`src/pkg/sfdp_map.svh`:
```
// Offsets, field positions, reset values and table bytes of the parameter map.
`ifndef SFDP_MAP_SVH
`define SFDP_MAP_SVH

// Register port offsets; the discovery window fills the low 256 bytes.
`define SFDP_WIN_TOP        12'h0_0FF
`define SFDP_OFS_CTRL       12'h0_100
`define SFDP_OFS_PTR        12'h0_101
`define SFDP_OFS_DATA       12'h0_102
`define SFDP_OFS_STAT       12'h0_103
`define SFDP_OFS_CMD        12'h0_104
`define SFDP_OFS_FOUND      12'h0_105
`define SFDP_OFS_LOC_LO     12'h0_106
`define SFDP_OFS_LOC_HI     12'h0_107

// Field positions.
`define SFDP_CTRL_MAP_EN    0
`define SFDP_CTRL_AUTO_INC  1
`define SFDP_STAT_WR_IGN    0
`define SFDP_STAT_BUSY      1
`define SFDP_STAT_DONE      2
`define SFDP_STAT_FAIL      3
`define SFDP_CMD_WALK       0

// Reset values.
`define SFDP_CTRL_RST       8'h01
`define SFDP_PTR_RST        8'h00
`define SFDP_FOUND_RST      8'h00

// Padding parameter contents, plus the read value of unmapped register offsets.
`define SFDP_PAD_ID         8'hF0
`define SFDP_PAD_LEN_DEF    8'h0F
`define SFDP_ERASED         8'hFF
`define SFDP_UNMAPPED       8'h00

// Discovery parameter header and basic table.
`define SFDP_PARAM_ID       8'hA5
`define SFDP_PARAM_LEN      8'h80
`define SFDP_HDR_BYTES      2
`define SFDP_TABLE_LOC      16'h1120
`define SFDP_TB_00          8'hE7
`define SFDP_TB_01          8'hFF
`define SFDP_TB_02          8'hF3
`define SFDP_TB_03          8'hFF
`define SFDP_TB_04          8'hFF
`define SFDP_TB_05          8'hFF
`define SFDP_TB_06          8'hFF
`define SFDP_TB_07          8'h07
`define SFDP_TB_08          8'h44
`define SFDP_TB_09          8'hEB
`define SFDP_TB_0A          8'h08
`define SFDP_TB_0B          8'h6B

`endif

```
`src/pkg/sfdp_pkg.sv`:
```
// Types shared by the parameter table modules.
`default_nettype none
package sfdp_pkg;

  typedef logic [7:0] byte_t;

  // Self walk over the parameter map, one-hot coded.
  typedef enum logic [4:0] {
    W_IDLE = 5'b0_0001,
    W_ID   = 5'b0_0010,
    W_LEN  = 5'b0_0100,
    W_DONE = 5'b0_1000,
    W_FAIL = 5'b1_0000
  } walk_state_e;

endpackage
`default_nettype wire

```
`src/logic/sfdp_map_byte.sv`:
```
// Combinational lookup of one byte of the parameter map by its index.
`include "sfdp_map.svh"
`default_nettype none
module sfdp_map_byte #(
  parameter int       PAD_NUM = 1,
  parameter bit [7:0] PAD_LEN = `SFDP_PAD_LEN_DEF
) (
  input  wire logic [7:0] idx,
  output logic      [7:0] data
);

  localparam int PAD_SPAN = int'(PAD_LEN) + 2;
  localparam int A5_BASE  = PAD_NUM * PAD_SPAN;
  localparam int A5_SPAN  = int'(`SFDP_PARAM_LEN) + 2;

  logic [PAD_NUM-1:0] pad_hit;
  sfdp_pkg::byte_t    pad_byte [PAD_NUM];
  logic [8:0]         a5_rel;
  logic [8:0]         tb_ofs;
  sfdp_pkg::byte_t    tb_byte;

  // Each padding parameter claims its own span ahead of the table.
  for (genvar g = 0; g < PAD_NUM; g++)
  begin : g_pad
    localparam int BASE = g * PAD_SPAN;
    logic [8:0] rel;
    assign rel = {1'b0, idx} - 9'(BASE);
    assign pad_hit[g] = ({1'b0, idx} >= 9'(BASE))
                        && (rel < 9'(PAD_SPAN));
    assign pad_byte[g] = (rel == 9'h000) ? `SFDP_PAD_ID :
                         (rel == 9'h001) ? PAD_LEN : `SFDP_ERASED;
  end

  assign a5_rel = {1'b0, idx} - 9'(A5_BASE);
  assign tb_ofs = a5_rel - 9'(`SFDP_HDR_BYTES);

  // Fixed contents; nothing here depends on any access history.
  always_comb
  begin
    unique case (tb_ofs)
      9'h000:  tb_byte = `SFDP_TB_00;
      9'h001:  tb_byte = `SFDP_TB_01;
      9'h002:  tb_byte = `SFDP_TB_02;
      9'h003:  tb_byte = `SFDP_TB_03;
      9'h004:  tb_byte = `SFDP_TB_04;
      9'h005:  tb_byte = `SFDP_TB_05;
      9'h006:  tb_byte = `SFDP_TB_06;
      9'h007:  tb_byte = `SFDP_TB_07;
      9'h008:  tb_byte = `SFDP_TB_08;
      9'h009:  tb_byte = `SFDP_TB_09;
      9'h00A:  tb_byte = `SFDP_TB_0A;
      9'h00B:  tb_byte = `SFDP_TB_0B;
      default: tb_byte = `SFDP_ERASED;
    endcase
  end

  // Pads first, then the discovery parameter, erased bytes elsewhere.
  always_comb
  begin
    data = `SFDP_ERASED;
    for (int i = 0; i < PAD_NUM; i++)
    begin
      if (pad_hit[i])
      begin
        data = pad_byte[i];
      end
    end
    if (({1'b0, idx} >= 9'(A5_BASE)) && (a5_rel < 9'(A5_SPAN)))
    begin
      if (a5_rel == 9'h000)
      begin
        data = `SFDP_PARAM_ID;
      end
      else if (a5_rel == 9'h001)
      begin
        data = `SFDP_PARAM_LEN;
      end
      else
      begin
        data = tb_byte;
      end
    end
  end

endmodule
`default_nettype wire

```
`src/logic/sfdp_param_table.sv`:
```
// Read-only discovery parameter table with its register port and self walk.
// What this block does
// - Padding parameters F0h reserve or align map space
// - Parameter byte 00h reads A5h
// - Byte 01h reads 80h, the following count
// - Basic table begins at byte 02h, 1120h
// - Table byte 00h reads E7h
// - Table byte 01h reads FFh, no erase opcode
// - Table byte 02h reads F3h, read modes
// - Table byte 03h reads all ones
// - Bytes 04h-07h give density 07FFFFFFh, LSB first
// - Table byte 08h reads 44h
// - Table byte 09h reads EBh opcode
// - Table byte 0Ah reads 08h
// - Table byte 0Bh reads 6Bh opcode
//
// Local design decisions: strobed register access and the register offsets.
`include "sfdp_map.svh"
`default_nettype none
module sfdp_param_table #(
  parameter int       PAD_NUM = 1,
  parameter bit [7:0] PAD_LEN = `SFDP_PAD_LEN_DEF
) (
  input  wire logic        clk_sys,
  input  wire logic        resetn,
  input  wire logic [11:0] addr,
  input  wire logic [7:0]  wdata,
  input  wire logic        wr_en,
  input  wire logic        rd_en,
  output logic      [7:0]  rdata,
  output logic             walk_busy
);

  // Address decode of the plain register port.
  logic in_win;
  logic hit_ctrl;
  logic hit_ptr;
  logic hit_data;
  logic hit_stat;
  logic hit_cmd;
  logic hit_found;
  logic hit_loc_lo;
  logic hit_loc_hi;

  // Table location as a named constant, so its bytes can be selected.
  localparam logic [15:0] TABLE_LOC = `SFDP_TABLE_LOC;

  // Software visible state.
  logic [7:0]           ctrl_q;
  logic [7:0]           ptr_q;
  logic                 wr_ign_q;
  logic                 done_q;
  logic                 fail_q;
  logic [7:0]           found_q;
  logic [7:0]           rdata_q;
  logic [7:0]           rdata_d;

  // Self walk state.
  sfdp_pkg::walk_state_e walk_q;
  sfdp_pkg::walk_state_e walk_d;
  logic [8:0]           loc_q;
  logic [8:0]           loc_d;
  logic [8:0]           next_loc;
  logic                 walk_start;
  logic                 walk_hit;
  logic                 walk_end;

  // Lookup ports into the constant map.
  logic [7:0]           bus_idx;
  logic [7:0]           bus_byte;
  logic [7:0]           walk_idx;
  logic [7:0]           walk_byte;
  logic                 map_en;
  logic                 auto_inc;
  logic                 data_rd;
  logic                 err_wr;

  // Window bytes sit at their map index; registers sit above the window.
  assign in_win     = (addr <= `SFDP_WIN_TOP);
  assign hit_ctrl   = (addr == `SFDP_OFS_CTRL);
  assign hit_ptr    = (addr == `SFDP_OFS_PTR);
  assign hit_data   = (addr == `SFDP_OFS_DATA);
  assign hit_stat   = (addr == `SFDP_OFS_STAT);
  assign hit_cmd    = (addr == `SFDP_OFS_CMD);
  assign hit_found  = (addr == `SFDP_OFS_FOUND);
  assign hit_loc_lo = (addr == `SFDP_OFS_LOC_LO);
  assign hit_loc_hi = (addr == `SFDP_OFS_LOC_HI);

  assign map_en   = ctrl_q[`SFDP_CTRL_MAP_EN];
  assign auto_inc = ctrl_q[`SFDP_CTRL_AUTO_INC];
  assign data_rd  = rd_en && hit_data;

  // A write aimed at table contents is refused; only a flag records it.
  assign err_wr = wr_en && (in_win || hit_data || hit_found
                            || hit_loc_lo || hit_loc_hi);

  // The window reads the addressed byte, the data port reads at the pointer.
  assign bus_idx = in_win ? addr[7:0] : ptr_q;

  sfdp_map_byte #(
    .PAD_NUM (PAD_NUM),
    .PAD_LEN (PAD_LEN)
  ) u_bus_map (
    .idx  (bus_idx),
    .data (bus_byte)
  );

  // The walk has its own lookup so it never disturbs bus reads.
  sfdp_map_byte #(
    .PAD_NUM (PAD_NUM),
    .PAD_LEN (PAD_LEN)
  ) u_walk_map (
    .idx  (walk_idx),
    .data (walk_byte)
  );

  // Control register: map enable and pointer auto increment.
  always_ff @(posedge clk_sys)
  begin
    if (!resetn)
    begin
      ctrl_q <= `SFDP_CTRL_RST;
    end
    else if (wr_en && hit_ctrl)
    begin
      ctrl_q <= {6'h00, wdata[1:0]};
    end
  end

  // Byte pointer; a data read steps it when auto increment is on.
  // It wraps at the window size, matching an 8-bit index.
  always_ff @(posedge clk_sys)
  begin
    if (!resetn)
    begin
      ptr_q <= `SFDP_PTR_RST;
    end
    else if (wr_en && hit_ptr)
    begin
      ptr_q <= wdata;
    end
    else if (data_rd && auto_inc)
    begin
      ptr_q <= ptr_q + 8'h01;
    end
  end

  // Sticky refused-write flag; a new refusal beats a clear in one cycle.
  always_ff @(posedge clk_sys)
  begin
    if (!resetn)
    begin
      wr_ign_q <= 1'b0;
    end
    else if (err_wr)
    begin
      wr_ign_q <= 1'b1;
    end
    else if (wr_en && hit_stat && wdata[`SFDP_STAT_WR_IGN])
    begin
      wr_ign_q <= 1'b0;
    end
  end

  // Walk outcome flags, set by the walk and cleared by writing ones.
  // The setting edge wins over a clear arriving in the same cycle.
  always_ff @(posedge clk_sys)
  begin
    if (!resetn)
    begin
      done_q <= 1'b0;
      fail_q <= 1'b0;
    end
    else
    begin
      if (walk_hit)
      begin
        done_q <= 1'b1;
      end
      else if (wr_en && hit_stat && wdata[`SFDP_STAT_DONE])
      begin
        done_q <= 1'b0;
      end
      if (walk_end)
      begin
        fail_q <= 1'b1;
      end
      else if (wr_en && hit_stat && wdata[`SFDP_STAT_FAIL])
      begin
        fail_q <= 1'b0;
      end
    end
  end

  // Location at which the walk found the discovery parameter.
  always_ff @(posedge clk_sys)
  begin
    if (!resetn)
    begin
      found_q <= `SFDP_FOUND_RST;
    end
    else if (walk_hit)
    begin
      found_q <= loc_q[7:0];
    end
  end

  // The walk follows identifiers and lengths the same way a host must,
  // which proves the padding chain actually leads to the table.
  assign walk_start = wr_en && hit_cmd && wdata[`SFDP_CMD_WALK];
  assign walk_idx   = (walk_q == sfdp_pkg::W_LEN) ? loc_q[7:0] + 8'h01
                                                  : loc_q[7:0];
  assign next_loc   = loc_q + {1'b0, walk_byte} + 9'h002;
  assign walk_hit   = (walk_q == sfdp_pkg::W_ID)
                      && (walk_byte == `SFDP_PARAM_ID);
  assign walk_end   = ((walk_q == sfdp_pkg::W_ID)
                       && (walk_byte != `SFDP_PARAM_ID)
                       && (walk_byte != `SFDP_PAD_ID))
                      || ((walk_q == sfdp_pkg::W_LEN)
                          && next_loc[8]);
  assign walk_busy  = (walk_q == sfdp_pkg::W_ID)
                      || (walk_q == sfdp_pkg::W_LEN);

  // Next walk state and location.
  always_comb
  begin
    walk_d = walk_q;
    loc_d  = loc_q;
    unique case (walk_q)
      sfdp_pkg::W_IDLE, sfdp_pkg::W_DONE, sfdp_pkg::W_FAIL:
      begin
        if (walk_start)
        begin
          walk_d = sfdp_pkg::W_ID;
          loc_d  = 9'h000;
        end
      end
      sfdp_pkg::W_ID:
      begin
        if (walk_hit)
        begin
          walk_d = sfdp_pkg::W_DONE;
        end
        else if (walk_end)
        begin
          walk_d = sfdp_pkg::W_FAIL;
        end
        else
        begin
          walk_d = sfdp_pkg::W_LEN;
        end
      end
      sfdp_pkg::W_LEN:
      begin
        if (walk_end)
        begin
          walk_d = sfdp_pkg::W_FAIL;
        end
        else
        begin
          walk_d = sfdp_pkg::W_ID;
          loc_d  = next_loc;
        end
      end
    endcase
  end

  // Walk state registers.
  always_ff @(posedge clk_sys)
  begin
    if (!resetn)
    begin
      walk_q <= sfdp_pkg::W_IDLE;
      loc_q  <= 9'h000;
    end
    else
    begin
      walk_q <= walk_d;
      loc_q  <= loc_d;
    end
  end

  // Read multiplexer. A hidden map reads as erased bytes so that a host
  // probing while map enable is clear sees no valid identifier.
  always_comb
  begin
    rdata_d = `SFDP_UNMAPPED;
    if (in_win || hit_data)
    begin
      rdata_d = map_en ? bus_byte : `SFDP_ERASED;
    end
    else if (hit_ctrl)
    begin
      rdata_d = ctrl_q;
    end
    else if (hit_ptr)
    begin
      rdata_d = ptr_q;
    end
    else if (hit_stat)
    begin
      rdata_d = {4'h0, fail_q, done_q, walk_busy, wr_ign_q};
    end
    else if (hit_found)
    begin
      rdata_d = found_q;
    end
    else if (hit_loc_lo)
    begin
      rdata_d = TABLE_LOC[7:0];
    end
    else if (hit_loc_hi)
    begin
      rdata_d = TABLE_LOC[15:8];
    end
  end

  // Read data stands for exactly the cycle after the strobe.
  always_ff @(posedge clk_sys)
  begin
    if (!resetn)
    begin
      rdata_q <= 8'h00;
    end
    else if (rd_en)
    begin
      rdata_q <= rdata_d;
    end
    else
    begin
      rdata_q <= 8'h00;
    end
  end

  assign rdata = rdata_q;

endmodule
`default_nettype wire

```
`config.mk`:
```
export PLATFORM = sky130hd
export DESIGN_NAME = sfdp_param_table
export DESIGN_NICKNAME = d
export VERILOG_FILES = /design/src/pkg/sfdp_pkg.sv /design/src/logic/sfdp_map_byte.sv /design/src/logic/sfdp_param_table.sv
export VERILOG_INCLUDE_DIRS = /design/src /design/src/pkg
export SDC_FILE = /design/constraint.sdc
export NUM_CORES = 1
export LEC_CHECK = 0
export ABC_AREA = 1
export BUFFER_PORTS_ARGS = -buffer_cell sky130_fd_sc_hd__clkbuf_2
export CORE_ASPECT_RATIO = 0.75
export CORE_MARGIN = 2
export CORE_UTILIZATION = 45
export DETAILED_ROUTE_END_ITERATION = 7
export GPL_TIMING_DRIVEN = 0
export PLACE_DENSITY = 0.65
export SKIP_LAST_GASP = 1
export SYNTH_ARGS = -nofsm -noshare
export SYNTH_HDL_FRONTEND = slang
export SYNTH_SLANG_ARGS = --single-unit
export TNS_END_PERCENT = 1
```
`constraint.sdc`:
```
create_clock -name clk_sys -period 5.55 [get_ports clk_sys]
set_input_delay 0.2775 -clock clk_sys [delete_from_list [all_inputs] [get_ports clk_sys]]
set_output_delay 0.2775 -clock clk_sys [all_outputs]
set_load 0.02 [all_outputs]
```
[After elaboration in Yosys (flattened, before gate mapping)]
Memories as Yosys holds them, arrays and structs flattened.
Cells that the tools add are included.
Storage, ports and cells
  ROM bits: 256
  output and inout bits: 9
  input port bits: 24
  memories kept: 2
  logic and storage cells: 125
  bits in registers: 43
Memory list
  (name not given): depth 16, bits a word 8, read ports 1, clocked after Yosys merged registers in 0, write ports 0, RTL line sfdp_map_byte.sv:40  | unique case (tb_ofs)
  (name not given): depth 16, bits a word 8, read ports 1, clocked after Yosys merged registers in 0, write ports 0, RTL line sfdp_map_byte.sv:40
Operators by class
  mux-type cells: 40
  add/subtract/negate cells: 8
  equal/unequal tests: 22
  reductions and logical operators: 37
  order comparisons: 7
Operator list (count)
  $mux W8: 24
  $eq A12 B9 Y1 const B: 8
  $logic_not A9 Y1: 4
  $mux W5: 5
  $eq A9 B1 Y1 const B: 2
  $lt A9 B8 Y1 const B: 2
  $mux W9: 2
  $pmux W9 S2: 1
  $sub A8 B5 Y9 const B: 2
  $sub A9 B2 Y9 const B: 2
  $logic_and A1 B1 Y1: 17
  $add A8 B1 Y8 const B: 2
  $eq A8 B1 Y1 const B: 2
  $ge A8 B5 Y1 const B: 2
  $lt A8 B5 Y1 const B: 2
  $ne A8 B8 Y1 const B: 2
  $pmux W5 S3: 1
  $le A12 B8 Y1 const B: 1
  $logic_not A5 Y1: 2
  $reduce_bool A2 Y1: 5
  $add A9 B2 Y9 const B: 1
  $add A9 B8 Y9: 1
  $eq A8 B8 Y1 const B: 1
  $logic_or A1 B1 Y1: 6
  11 further kinds: 17

[Depth between registers and ports, before layout]
Gate-level depths: netlist (run 1).
  depth after elaboration: 16
  gate-level depth with buffers: 34
  gate-level depth less buffers: 33

[Hierarchy]
From an unflattened synthesis (run 1), not the netlist that was laid out.
Unflattened totals
  cells, all modules: 722
  area, all modules: 4406.7 um^2
Modules (own cells, without submodules)
  sfdp_param_table: times used 1, cells each 472, area each 3083.0 um^2
  sfdp_map_byte: times used 2, cells each 125, area each 661.9 um^2

[Least setup slack after synthesis (run 1)]
Ideal clock, no wire load.
  path type: register to register
  start point: register walk_q[0]
  end point: register loc_q[5]
  path slack: 0.769 ns
  arrival: 4.668 ns
  buffers on the path: 1
  library setup time: 0.114 ns
  stages on the path, launching flop included: 31
  clock period less this slack: 4.781 ns
  cell sequence: dfxtp_1 nor2_2 inv_1 nor2_4 xor2_2 inv_1 ha_1 xnor2_1 ha_1 nand3_1 nand2_1 nand2_1 nor2_2 nand2_1 o21ai_0 nor2_1 ha_1 ha_1 a21oi_1 nand2_1 nand2_1 nand2_1 a21oi_1 nor2_1 nor2_1 o21bai_1 o21ai_2 nand3_1 buf_2 a21oi_1 nor2_1
Between the ends
  cells in the longest elaborated chain, start to end: 15
  elaborated cells on any way between the ends: 40
Ends and longest elaborated chain
  start: declaration: RTL line sfdp_param_table.sv:59  | sfdp_pkg::walk_state_e walk_q;
  start signal: assignment: RTL line sfdp_param_table.sv:273  | walk_q <= sfdp_pkg::W_IDLE;
  start signal: assignment: RTL line sfdp_param_table.sv:278  | walk_q <= walk_d;
  $eq A5 B3 Y1: RTL line sfdp_param_table.sv:211, sfdp_param_table.sv:219, sfdp_param_table.sv:229
  $mux W8: RTL line sfdp_param_table.sv:211  | assign walk_idx = (walk_q == sfdp_pkg::W_LEN) ? loc_q[7:0] + 8'h01
  $sub A8 B5 Y9: RTL line sfdp_map_byte.sv:34  | assign a5_rel = {1'b0, idx} - 9'(A5_BASE);
  $sub A9 B2 Y9: RTL line sfdp_map_byte.sv:35  | assign tb_ofs = a5_rel - 9'(`SFDP_HDR_BYTES);
  $mem_v2 Z16 W8 / $logic_not A5 Y1 (equally long branches)
  $mux W8: RTL line sfdp_map_byte.sv:40
  $mux W8: RTL line sfdp_map_byte.sv:74  | else if (a5_rel == 9'h001)
  $mux W8: RTL line sfdp_map_byte.sv:70  | if (a5_rel == 9'h000)
  $mux W8: RTL line sfdp_map_byte.sv:68  | if (({1'b0, idx} >= 9'(A5_BASE)) && (a5_rel < 9'(A5_SPAN)))
  $add A9 B8 Y9 / $ne A8 B8 Y1 (equally long branches)
  $add A9 B2 Y9 / $logic_and A1 B1 Y1 (equally long branches): RTL line sfdp_param_table.sv:213, sfdp_param_table.sv:216
  $logic_and A1 B1 Y1, on equally long branches: RTL line sfdp_param_table.sv:220, sfdp_param_table.sv:216
  $logic_or A1 B1 Y1: RTL line sfdp_param_table.sv:216  | assign walk_end = ((walk_q == sfdp_pkg::W_ID)
  $ne A2 B2 Y1 (no line)
  $reduce_and A3 Y1 (no line)
  end signal: assignment: RTL line sfdp_param_table.sv:279  | loc_q <= loc_d;
  end: declaration: RTL line sfdp_param_table.sv:61  | logic [8:0] loc_q;
Parallel ways exist; a longest one is shown, timed or not. The select of a mux whose other input is x is not followed.
A chain may end at the register's enable or synchronous reset.

[Final worst setup path (run 1)]
  start point: register walk_q[0]
  end point: register loc_q[4]
Same word-level chain as after synthesis.

==> run metrics, run 1 <==
horizontal die dimension 116 um; end of the worst register-to-register path loc_q[4]; biggest area contributors in the synthesized netlist dfxtp_1 21%, nand2_1 16%, ha_1 8.9%, nand3_1 8.3%, inv_1 8.2%; number of instances in the synthesized netlist 673; insertion delay to the later sink of the worst-skew pair 0.29 ns; kind of end point of the critical path flop; Final nets 772; worst clock skew on the final layout 0.00466 ns; average wire per cell in the routed design 13.6 um; slew margin rel. 46.6%; status finished clean; Peak Freq 0.200 GHz; number of antenna violations at the first check in global routing 0; Worst R2R Setup Slack 0.54 ns; Mapped Avg Cell Area 6.24 sq um; number of input and output port buffers inserted 32; grt total ovfl 0; number of nets with antenna violations after detailed routing 0; hold-critical path depth 3; worst hold slack after final layout 0.266 ns; post-synth cell types 43; routed vias 4477; Hold Crit Start wdata[6]; most frequent cell on the critical path nand2_1; global-route wire length before repair 18.6 mm; Die Ht 87.6 um; WHS Endpoint ptr_q[6]; die area 10100 sq um; most area-hungry cell type in the Yosys netlist dfxtp_1; total inserted antenna cells 0; launching element type of the critical path flop; critical path arrival 5.19 ns; number of top-level design ports 33; startpoint of the worst-slack reg-to-reg timing path walk_q[0]; dpl cell area 4520 sq um; total non-filler cell area in the finished layout 4770 sq um; DRT Wirelength 11.5 mm; most frequent cells after synthesis 176 x nand2_1, 92 x inv_1, 70 x nand3_1; Clock power frac 16.0%; Crit path required time 5.73 ns; maximum number of buffers from clock root to sink 2; NetSw 1080 uW; switching power as a share of total power 49.4%; fraction of the cycle the final worst path needs 90.2%; Yosys warning total 0; count of flip-flops with a built-in enable after synthesis 0; library cell used as clock root buffer clkbuf_16; CTS H-Tree Depth 2; flip-flop and latch count after synthesis 43; VDD IR-drop max 0.215 mV; Cell Int Power 1100 uW; clock tree from TritonCTS yes; routed vias/inst 5.29; top_reg_cell synth dfxtp_1; violation count after the first detailed-route iteration 314; Sum Neg Setup Slack 0 ns; Critical Path Fanout Max 10; proportion of synthesized chip area in sequential cells 20.5%; via count of the first global-routing pass 3848; number of sinks driven by the clock tree 43; CTS clk-pin slew, worst paths 0.06 ns; DR pass1 iterations 5; RSZ-0062 raised after global routing no; P_leak 0.00235 uW; Largest stage delay, worst path 0.35 ns; sequential group share of total power 17.8%; HPWL Detailed 9.30 mm; cell with the most instances after synthesis nand2_1; cell at the slowest stage of the critical path dfxtp_1; Max Slew Vio Count 0; fraction of layout instances using a drive strength above 1 14.8%; number of cells on the worst reg-to-reg path 32; number of remaining DRC errors 0; portion of total power attributed to combinational logic 66.2%; areal power density over the cells 457 nW/um^2; synthesized netlist net count 728; summed instance area of the synthesized netlist 4200 sq um; worst hold path type input pin to flop; largest net degree at the start of global routing 14; final critical-path required period 5.01 ns; ys async rst share 0%; Tot GR Track Use 23.0%; initial cell density of the core 46.4%; crit path kind flop to flop; share of the synthesized area in the top cell type 20.5%; Fin. Hold Viols 0; core footprint 9050 sq um; number of standard-cell rows in the floorplan 30; weighted congestion reported at the end of routability-driven placement 0.974; final setup violation count 0; clock buffer count from CTS 5; # Max-Cap Violations 0; signed area change from the synthesized netlist to the final layout 13.6%; actual slew at the worst max-slew pin 0.794 ns
## layout by cell type, fill, tap and decap left out, types with 13 or more instances in the layout
cell,synthesis,layout
a21oi_1,43,42
clkbuf_2,0,32
dfxtp_1,43,42
ha_1,30,28
inv_1,92,92
nand2_1,176,176
nand2_2,13,13
nand3_1,70,70
nand4_1,16,16
nor2_1,54,54
o21ai_0,27,27
xor2_1,14,14
## critical path: cells and delay by family (launching register included)
| family | cells | cell delay [ns] |
|---|---|---|
| AOI/OAI and AO/OA | 7 | 1.14 |
| xor gates and xnor gates | 1 | 0.15 |
| DFF | 1 | 0.35 |
| and+or+nand+nor | 17 | 1.62 |
| buffers and inverters | 3 | 0.54 |
| adders and majority gates | 4 | 1.10 |
## routing by layer
layer  GRT usage (%)  wire length [um]  up-vias  share of wire [%]
met2            31.1              4370      150                 38
met4            3.29                91        0               0.79
met5               0                 0        -                  0
li1                -                 -     2293                  -
met1            37.0              6150     2020                 53
met3            5.12               930       14                8.1
## per-stage QoR
stage | util (%) | setup WS, ns | std cells | total power, uW
2_1_floorplan | - | 0.769 | 673 | 1480
3_3_place_gp | 49.9 | 0.0294 | 833 | 1710
3_5_place_dp | 49.9 | -0.117 | 833 | 1750
4_1_cts | 52.0 | 0.0437 | 841 | 2120
5_1_grt | 52.7 | 0.0592 | 846 | 2410
6_report | 52.7 | 0.544 | 846 | 2180
## sequential cells by signal (all words and copies together), names as in the netlist
signal	cells
ptr_q	8
loc_q	9
found_q	8
done_q	1
fail_q	1
walk_q	5
ctrl_q	2
wr_ign_q	1
rdata	8
## cells by family after synthesis
| logic type | share of synthesized area (%) |
|---|---|
| AO/OA/AOI/OAI | 13.4 |
| XOR/XNOR | 4.89 |
| adder cells (fa/ha/maj) | 9.42 |
| buffers and inverters | 10.3 |
| flip-flops | 20.5 |
| multiplexers | 0.238 |
| AND/OR/NAND/NOR | 41.3 |
## repair_timing
item,in CTS,in global routing
hold buffers,0,0
setup buffers,0,5
endpoints found under the setup margin,9,13
gates resized for setup,2,6
pin swaps,0,2
## power by group through the flow
stage	logic, uW	registers (uW)	clock network, uW
floorplan	1100	380	0
global placement	1330	388	0
detailed placement	1360	391	0
CTS	1380	384	351
global route	1660	393	366
finish	1440	388	348
## worst max path at each step
stage | startpoint | endpoint | cells past startpoint
finish | walk_q[0] | loc_q[4] | 32
floorplan | walk_q[0] | loc_q[5] | 30
global route | walk_q[0] | loc_q[3] | 31
global placement | walk_q[0] | loc_q[6] | 30
CTS | walk_q[0] | loc_q[3] | 31
detailed placement | walk_q[0] | loc_q[6] | 30
## final cells by class
class | instances | area, sq um
Sequential cell | 43 | 862
Clock inverter | 2 | 35.0
Tap cell | 128 | 160
Timing Repair Buffer | 37 | 198
Fill cell | 939 | 4280
Clock buffer | 6 | 139
Buffer | 12 | 80.1
Multi-Input combinational cell | 523 | 2940
Inverter | 95 | 357
(Power assumes the default switching activity.)
==> inputs of run 2 (changes only) <==
- ABC_AREA: 1 -> default
==> run 2 against run 1 <==
Net effect: worst hold slack got worse by 0.035 ns; sequential power fell by 19%; register-to-register slack got worse by 0.50 ns; routed wire length rose by 8.2%; die area rose by 2.9%; total power fell by 66%; clock skew rose by 0.0029 ns; sequential share of layout area fell by 1.0 points; area after synthesis rose by 3.0%; critical path type unchanged; largest cell class unchanged; largest power group is now registers; highest routed layer unchanged.
==> run metrics, run 2 <==
slew margin rel. 43.3%; cell count after placement 713; number of antenna violations at the first check in global routing 0; number of remaining DRC errors 0; number of top-level design ports 33; final standard cell utilization of the core 55.3%; grt total ovfl 0; routed vias/inst 5.99; via count of the first global-routing pass 3994; proportion of synthesized chip area in sequential cells 19.9%; number of sinks driven by the clock tree 43; actual slew at the worst max-slew pin 0.843 ns; Final nets 662; summed instance area of the synthesized netlist 4320 sq um; RSZ-0062 raised after global routing yes; Sum Neg Setup Slack 0 ns; number of non-filler instances in the completed layout 736; violation count after the first detailed-route iteration 546; HPWL Detailed 9.70 mm; launching element type of the critical path flop; Critical Path Fanout Max 7; library cell used as clock root buffer clkbuf_16; number of instances in the synthesized netlist 557; biggest area contributors in the synthesized netlist dfxtp_1 20%, ha_1 8.7%, mux2i_1 6.9%, xnor2_1 5.5%, nand2_1 5.3%; Yosys warning total 0; horizontal die dimension 117 um; initial cell density of the core 47.0%; synthesized netlist net count 612; CTS H-Tree Depth 2; register with the most flip-flops loc_q; Mapped Avg Cell Area 7.76 sq um; kind of end point of the critical path flop; final critical-path required period 5.50 ns; number of nets with antenna violations after detailed routing 0; number of input and output port buffers inserted 28; status finished clean; # Max-Cap Violations 0; post-synth cell types 72; core footprint 9200 sq um; routed vias 4405; max FFs per register 9; DRT Wirelength 12.5 mm; weighted congestion reported at the end of routability-driven placement 0.917; crit path kind flop to flop; flip-flop and latch count after synthesis 43; fraction of layout instances using a drive strength above 1 18.6%; Largest stage delay, worst path 0.40 ns; VDD IR-drop max 0.113 mV; count of flip-flops with a built-in enable after synthesis 0; insertion delay to the later sink of the worst-skew pair 0.29 ns; CTS clk-pin slew, worst paths 0.07 ns; worst clock skew on the final layout 0.00759 ns; most frequent cells in the layout 60 x nand2_1, 40 x dfxtp_1, 30 x clkbuf_2, 30 x mux2i_1, 29 x inv_1; Die Ht 88.9 um; die area 10400 sq um; Peak Freq 0.182 GHz; signed area change from the synthesized netlist to the final layout 17.6%; largest net degree at the start of global routing 16; Crit path required time 5.77 ns; clock buffer count from CTS 5; critical path arrival 5.72 ns; number of standard-cell rows in the floorplan 30; Tot GR Track Use 25.0%; P_leak 0.00213 uW; count of hold-fix buffers inserted at cts 0; clock tree from TritonCTS yes; Max Slew Vio Count 0; ys async rst share 0%; most common cell after layout, fill and taps aside nand2_1; most area-hungry cell type in the Yosys netlist dfxtp_1; cell with the most instances after synthesis nand2_1; Fin. Hold Viols 0; fraction of the cycle the final worst path needs 99.1%; areal power density over the cells 147 nW/um^2; cell at the slowest stage of the critical path or3_4; global-route wire length before repair 20.3 mm; average wire per cell in the routed design 17.0 um; total inserted antenna cells 0; DR pass1 iterations 5; most frequent cells after synthesis 61 x nand2_1, 43 x dfxtp_1, 30 x ha_1, 30 x mux2i_1, 30 x nor2_1; top_reg_cell synth dfxtp_1; worst hold path type input pin to flop; share of the synthesized area in the top cell type 19.9%; maximum number of buffers from clock root to sink 2; final setup violation count 0
## run 2: logic make-up after synthesis
group / share of synthesized area (%)
mux: 7.73
simple gates: 25.0
compound gates: 23.9
flops: 19.9
fa+ha+maj: 9.14
buf+inv: 5.64
xor+xnor: 8.68
## run 2: area by class of cell
class	count	area [sq um]
buffer	31	188
clock buffer	5	125
clock inverter	3	23.8
fill	893	4110
inverter	29	109
multi-input combinational	454	3350
sequential	43	867
tap	128	160
timing repair buffer	43	260
## run 2: through the flow
| stage | total power [uW] | hold WS, ns | setup WS, ns | area, sq um |
|---|---|---|---|---|
| floorplan | 396 | 0.406 | 0.0376 | 4330 |
| global placement | 425 | 0.442 | -0.870 | 4630 |
| detailed placement | 428 | 0.459 | -1.07 | 4630 |
| CTS | 738 | 0.235 | 0.00739 | 4970 |
| global route | 774 | 0.230 | -0.216 | 5080 |
| finish | 746 | 0.231 | 0.0484 | 5080 |
## run 2: per-layer routing
metal	wire, um	track usage (%)	up-vias	share of wire, %
met5	0	0	-	0
met2	5040	35.3	201	40
met1	6220	39.7	2076	50
met4	106	3.85	0	0.85
li1	-	-	2116	-
met3	1130	4.54	12	9.0
## run 2: report_power, final
group / switching (uW) / internal, uW / leakage, uW / total, uW
registers: 3.13 / 312 / 0.000348 / 315
clock network: 129 / 168 / 0.0000664 / 298
logic: 76.8 / 56.8 / 0.00171 / 134
## run 2: worst paths after layout
path,depth (start not counted),slack (ns),startpoint,to
max,29,0.05,walk_q[0],loc_q[7]
min,2,0.23,wdata[4],ptr_q[4]
max reg2reg,29,0.05,walk_q[0],loc_q[7]
min reg2reg,2,0.46,loc_q[8],loc_q[8]
## run 2: repair_timing
item,in CTS,in global routing
buffers inserted,7,7
gates resized for setup,27,20
endpoints found under the setup margin,12,12
pin swaps,6,12
gates cloned,1,0
## run 2: critical path, delay by kind of cell, from the launching register on
family	cells	cell delay (ns)
AND/OR/NAND/NOR	7	1.27
flip-flops	1	0.36
XOR/XNOR	3	0.56
adder cells (fa/ha/maj)	4	1.05
multiplexers	2	0.43
buffers and inverters	5	0.64
AO/OA/AOI/OAI	8	1.10
==> inputs of run 3 (changes only) <==
- CAP_MARGIN: default -> 0
- PLACE_DENSITY: 0.65 -> default
==> run 3 against run 2 <==
Net effect: sequential cell count unchanged; clock power increased by 13%; routed wire length increased by 4.6%; global-route usage decreased by 0.31 points; core utilization increased by 2.1 points; worst hold slack got worse by 0.0068 ns; maximum frequency increased by 0.17%; total power increased by 5.5%; clock skew decreased by 0.00081 ns; non-clock buffer count increased by 11; first-iteration DRC count increased by 2.4%; critical endpoint is now loc_q[4]; largest cell class unchanged.
==> run metrics, run 3 (same netlist as run 2, synthesis figures left out) <==
status finished clean; number of standard-cell rows in the floorplan 30; launching element type of the critical path flop; kind of end point of the critical path flop; largest net degree at the start of global routing 16; insertion delay to the later sink of the worst-skew pair 0.29 ns; clock buffer count from CTS 5; clock tree from TritonCTS yes; critical path arrival 5.71 ns; RSZ-0062 raised after global routing yes; # Max-Cap Violations 0; number of top-level design ports 33; total inserted antenna cells 0; Fin. Hold Viols 0; Max Slew Vio Count 0; routed vias/inst 5.90; dpl cell area 4630 sq um; signed area change from the synthesized netlist to the final layout 22.1%; VDD IR-drop max 0.149 mV; total non-filler cell area in the finished layout 5280 sq um; max FFs per register 9; register with the most flip-flops loc_q; core footprint 9200 sq um; worst clock skew on the final layout 0.00678 ns; most frequent cell on the critical path buf_8; HPWL Detailed 9.84 mm; horizontal die dimension 117 um; CTS clk-pin slew, worst paths 0.06 ns; most common cell after layout, fill and taps aside nand2_1; worst hold path type input pin to flop; highest metal used met4; Tot GR Track Use 24.7%; Power, Total 788 uW; Peak Freq 0.182 GHz; routed length on met1 6.66 mm; via count of the first global-routing pass 3895; met3 wire len 1.29 mm; P_leak 0.00220 uW; initial cell density of the core 47.0%; actual slew at the worst max-slew pin 0.861 ns; fraction of the cycle the final worst path needs 99.0%; global-route wire length before repair 20.0 mm; average wire per cell in the routed design 17.5 um; final critical-path required period 5.49 ns; fraction of layout instances using a drive strength above 1 21.3%; most frequent cells in the layout 60 x nand2_1, 41 x dfxtp_1, 31 x clkbuf_2, 30 x mux2i_1; crit path kind flop to flop; DRT Wirelength 13.1 mm; library cell used as clock root buffer clkbuf_16; routed vias 4410; number of nets with antenna violations after detailed routing 0; areal power density over the cells 149 nW/um^2; die area 10400 sq um; number of sinks driven by the clock tree 43; Largest stage delay, worst path 0.40 ns; DR pass1 iterations 5; weighted congestion reported at the end of routability-driven placement 0.926; final setup violation count 0; final standard cell utilization of the core 57.4%; slew margin rel. 42.1%; grt total ovfl 0; Crit path required time 5.77 ns; Die Ht 88.9 um; number of input and output port buffers inserted 28; Final nets 673; Critical Path Fanout Max 5; cell at the slowest stage of the critical path or3_4; number of remaining DRC errors 0; CTS H-Tree Depth 2; Routed met2 length 5.05 mm; number of antenna violations at the first check in global routing 0; maximum number of buffers from clock root to sink 2; violation count after the first detailed-route iteration 559
run 3: cell types whose count changed in the layout (fill, tap and decap cells not counted), sizes merged:
cell	previous run	this run
buf	31	41
bufinv	0	1
clkbuf	48	49
clkinvlp	2	1
run 3: layout make-up:
type	count	area (sq um)
Clock buffer	5	125
Buffer	31	189
Tap cell	128	160
Inverter	29	109
Fill cell	853	3920
Sequential cell	43	868
Multi-Input combinational cell	454	3440
Timing Repair Buffer	54	343
Clock inverter	3	46.3
run 3: through the flow:
stage               TNS, ns  hold slack (ns)  std cells  setup WS (ns)
floorplan                 0            0.406        557         0.0376
global placement      -9.66            0.444        713         -0.929
detailed placement   -10.04            0.454        713         -0.969
CTS                       0            0.222        732        0.00308
global route          -1.02            0.236        747         -0.142
finish                    0            0.224        747         0.0575
run 3: routing by layer:
| metal | global-route usage (%) | up-vias |
|---|---|---|
| met2 | 33.0 | 191 |
| met5 | 0 | - |
| li1 | - | 2147 |
| met3 | 6.31 | 6 |
| met4 | 3.74 | 0 |
| met1 | 39.7 | 2066 |
run 3: worst paths after layout:
path / endpoint / cells past startpoint / startpoint / slack [ns]
worst min-delay path: ptr_q[4] / 2 / wdata[4] / 0.22
worst max-delay path: loc_q[4] / 29 / walk_q[3] / 0.06
worst min register to register: loc_q[8] / 2 / loc_q[8] / 0.46
worst max register to register: loc_q[4] / 29 / walk_q[3] / 0.06
run 3: worst max-delay path: cells and delay by family, from the launching register on:
kind / cells / cell delay, ns
buffers and inverters: 5 / 0.68
and+or+nand+nor: 6 / 1.23
AOI/OAI and AO/OA: 9 / 1.14
muxes: 2 / 0.47
xor gates and xnor gates: 3 / 0.61
adders and majority gates: 4 / 0.94
DFF: 1 / 0.35
run 3: repair_timing:
action                                  CTS  global route
setup buffers                            10            15
resized for setup                        27            36
gates cloned                              1             0
endpoints found under the setup margin   12            12
pin swaps                                 7            21
hold buffers                              0             0
run 3: power breakdown:
group / total [uW] / internal (uW) / leakage, uW / switching [uW]
sequential: 315 / 312 / 0.000348 / 3.08
clock: 338 / 214 / 0.0000804 / 124
combinational: 135 / 56.5 / 0.00177 / 78.8
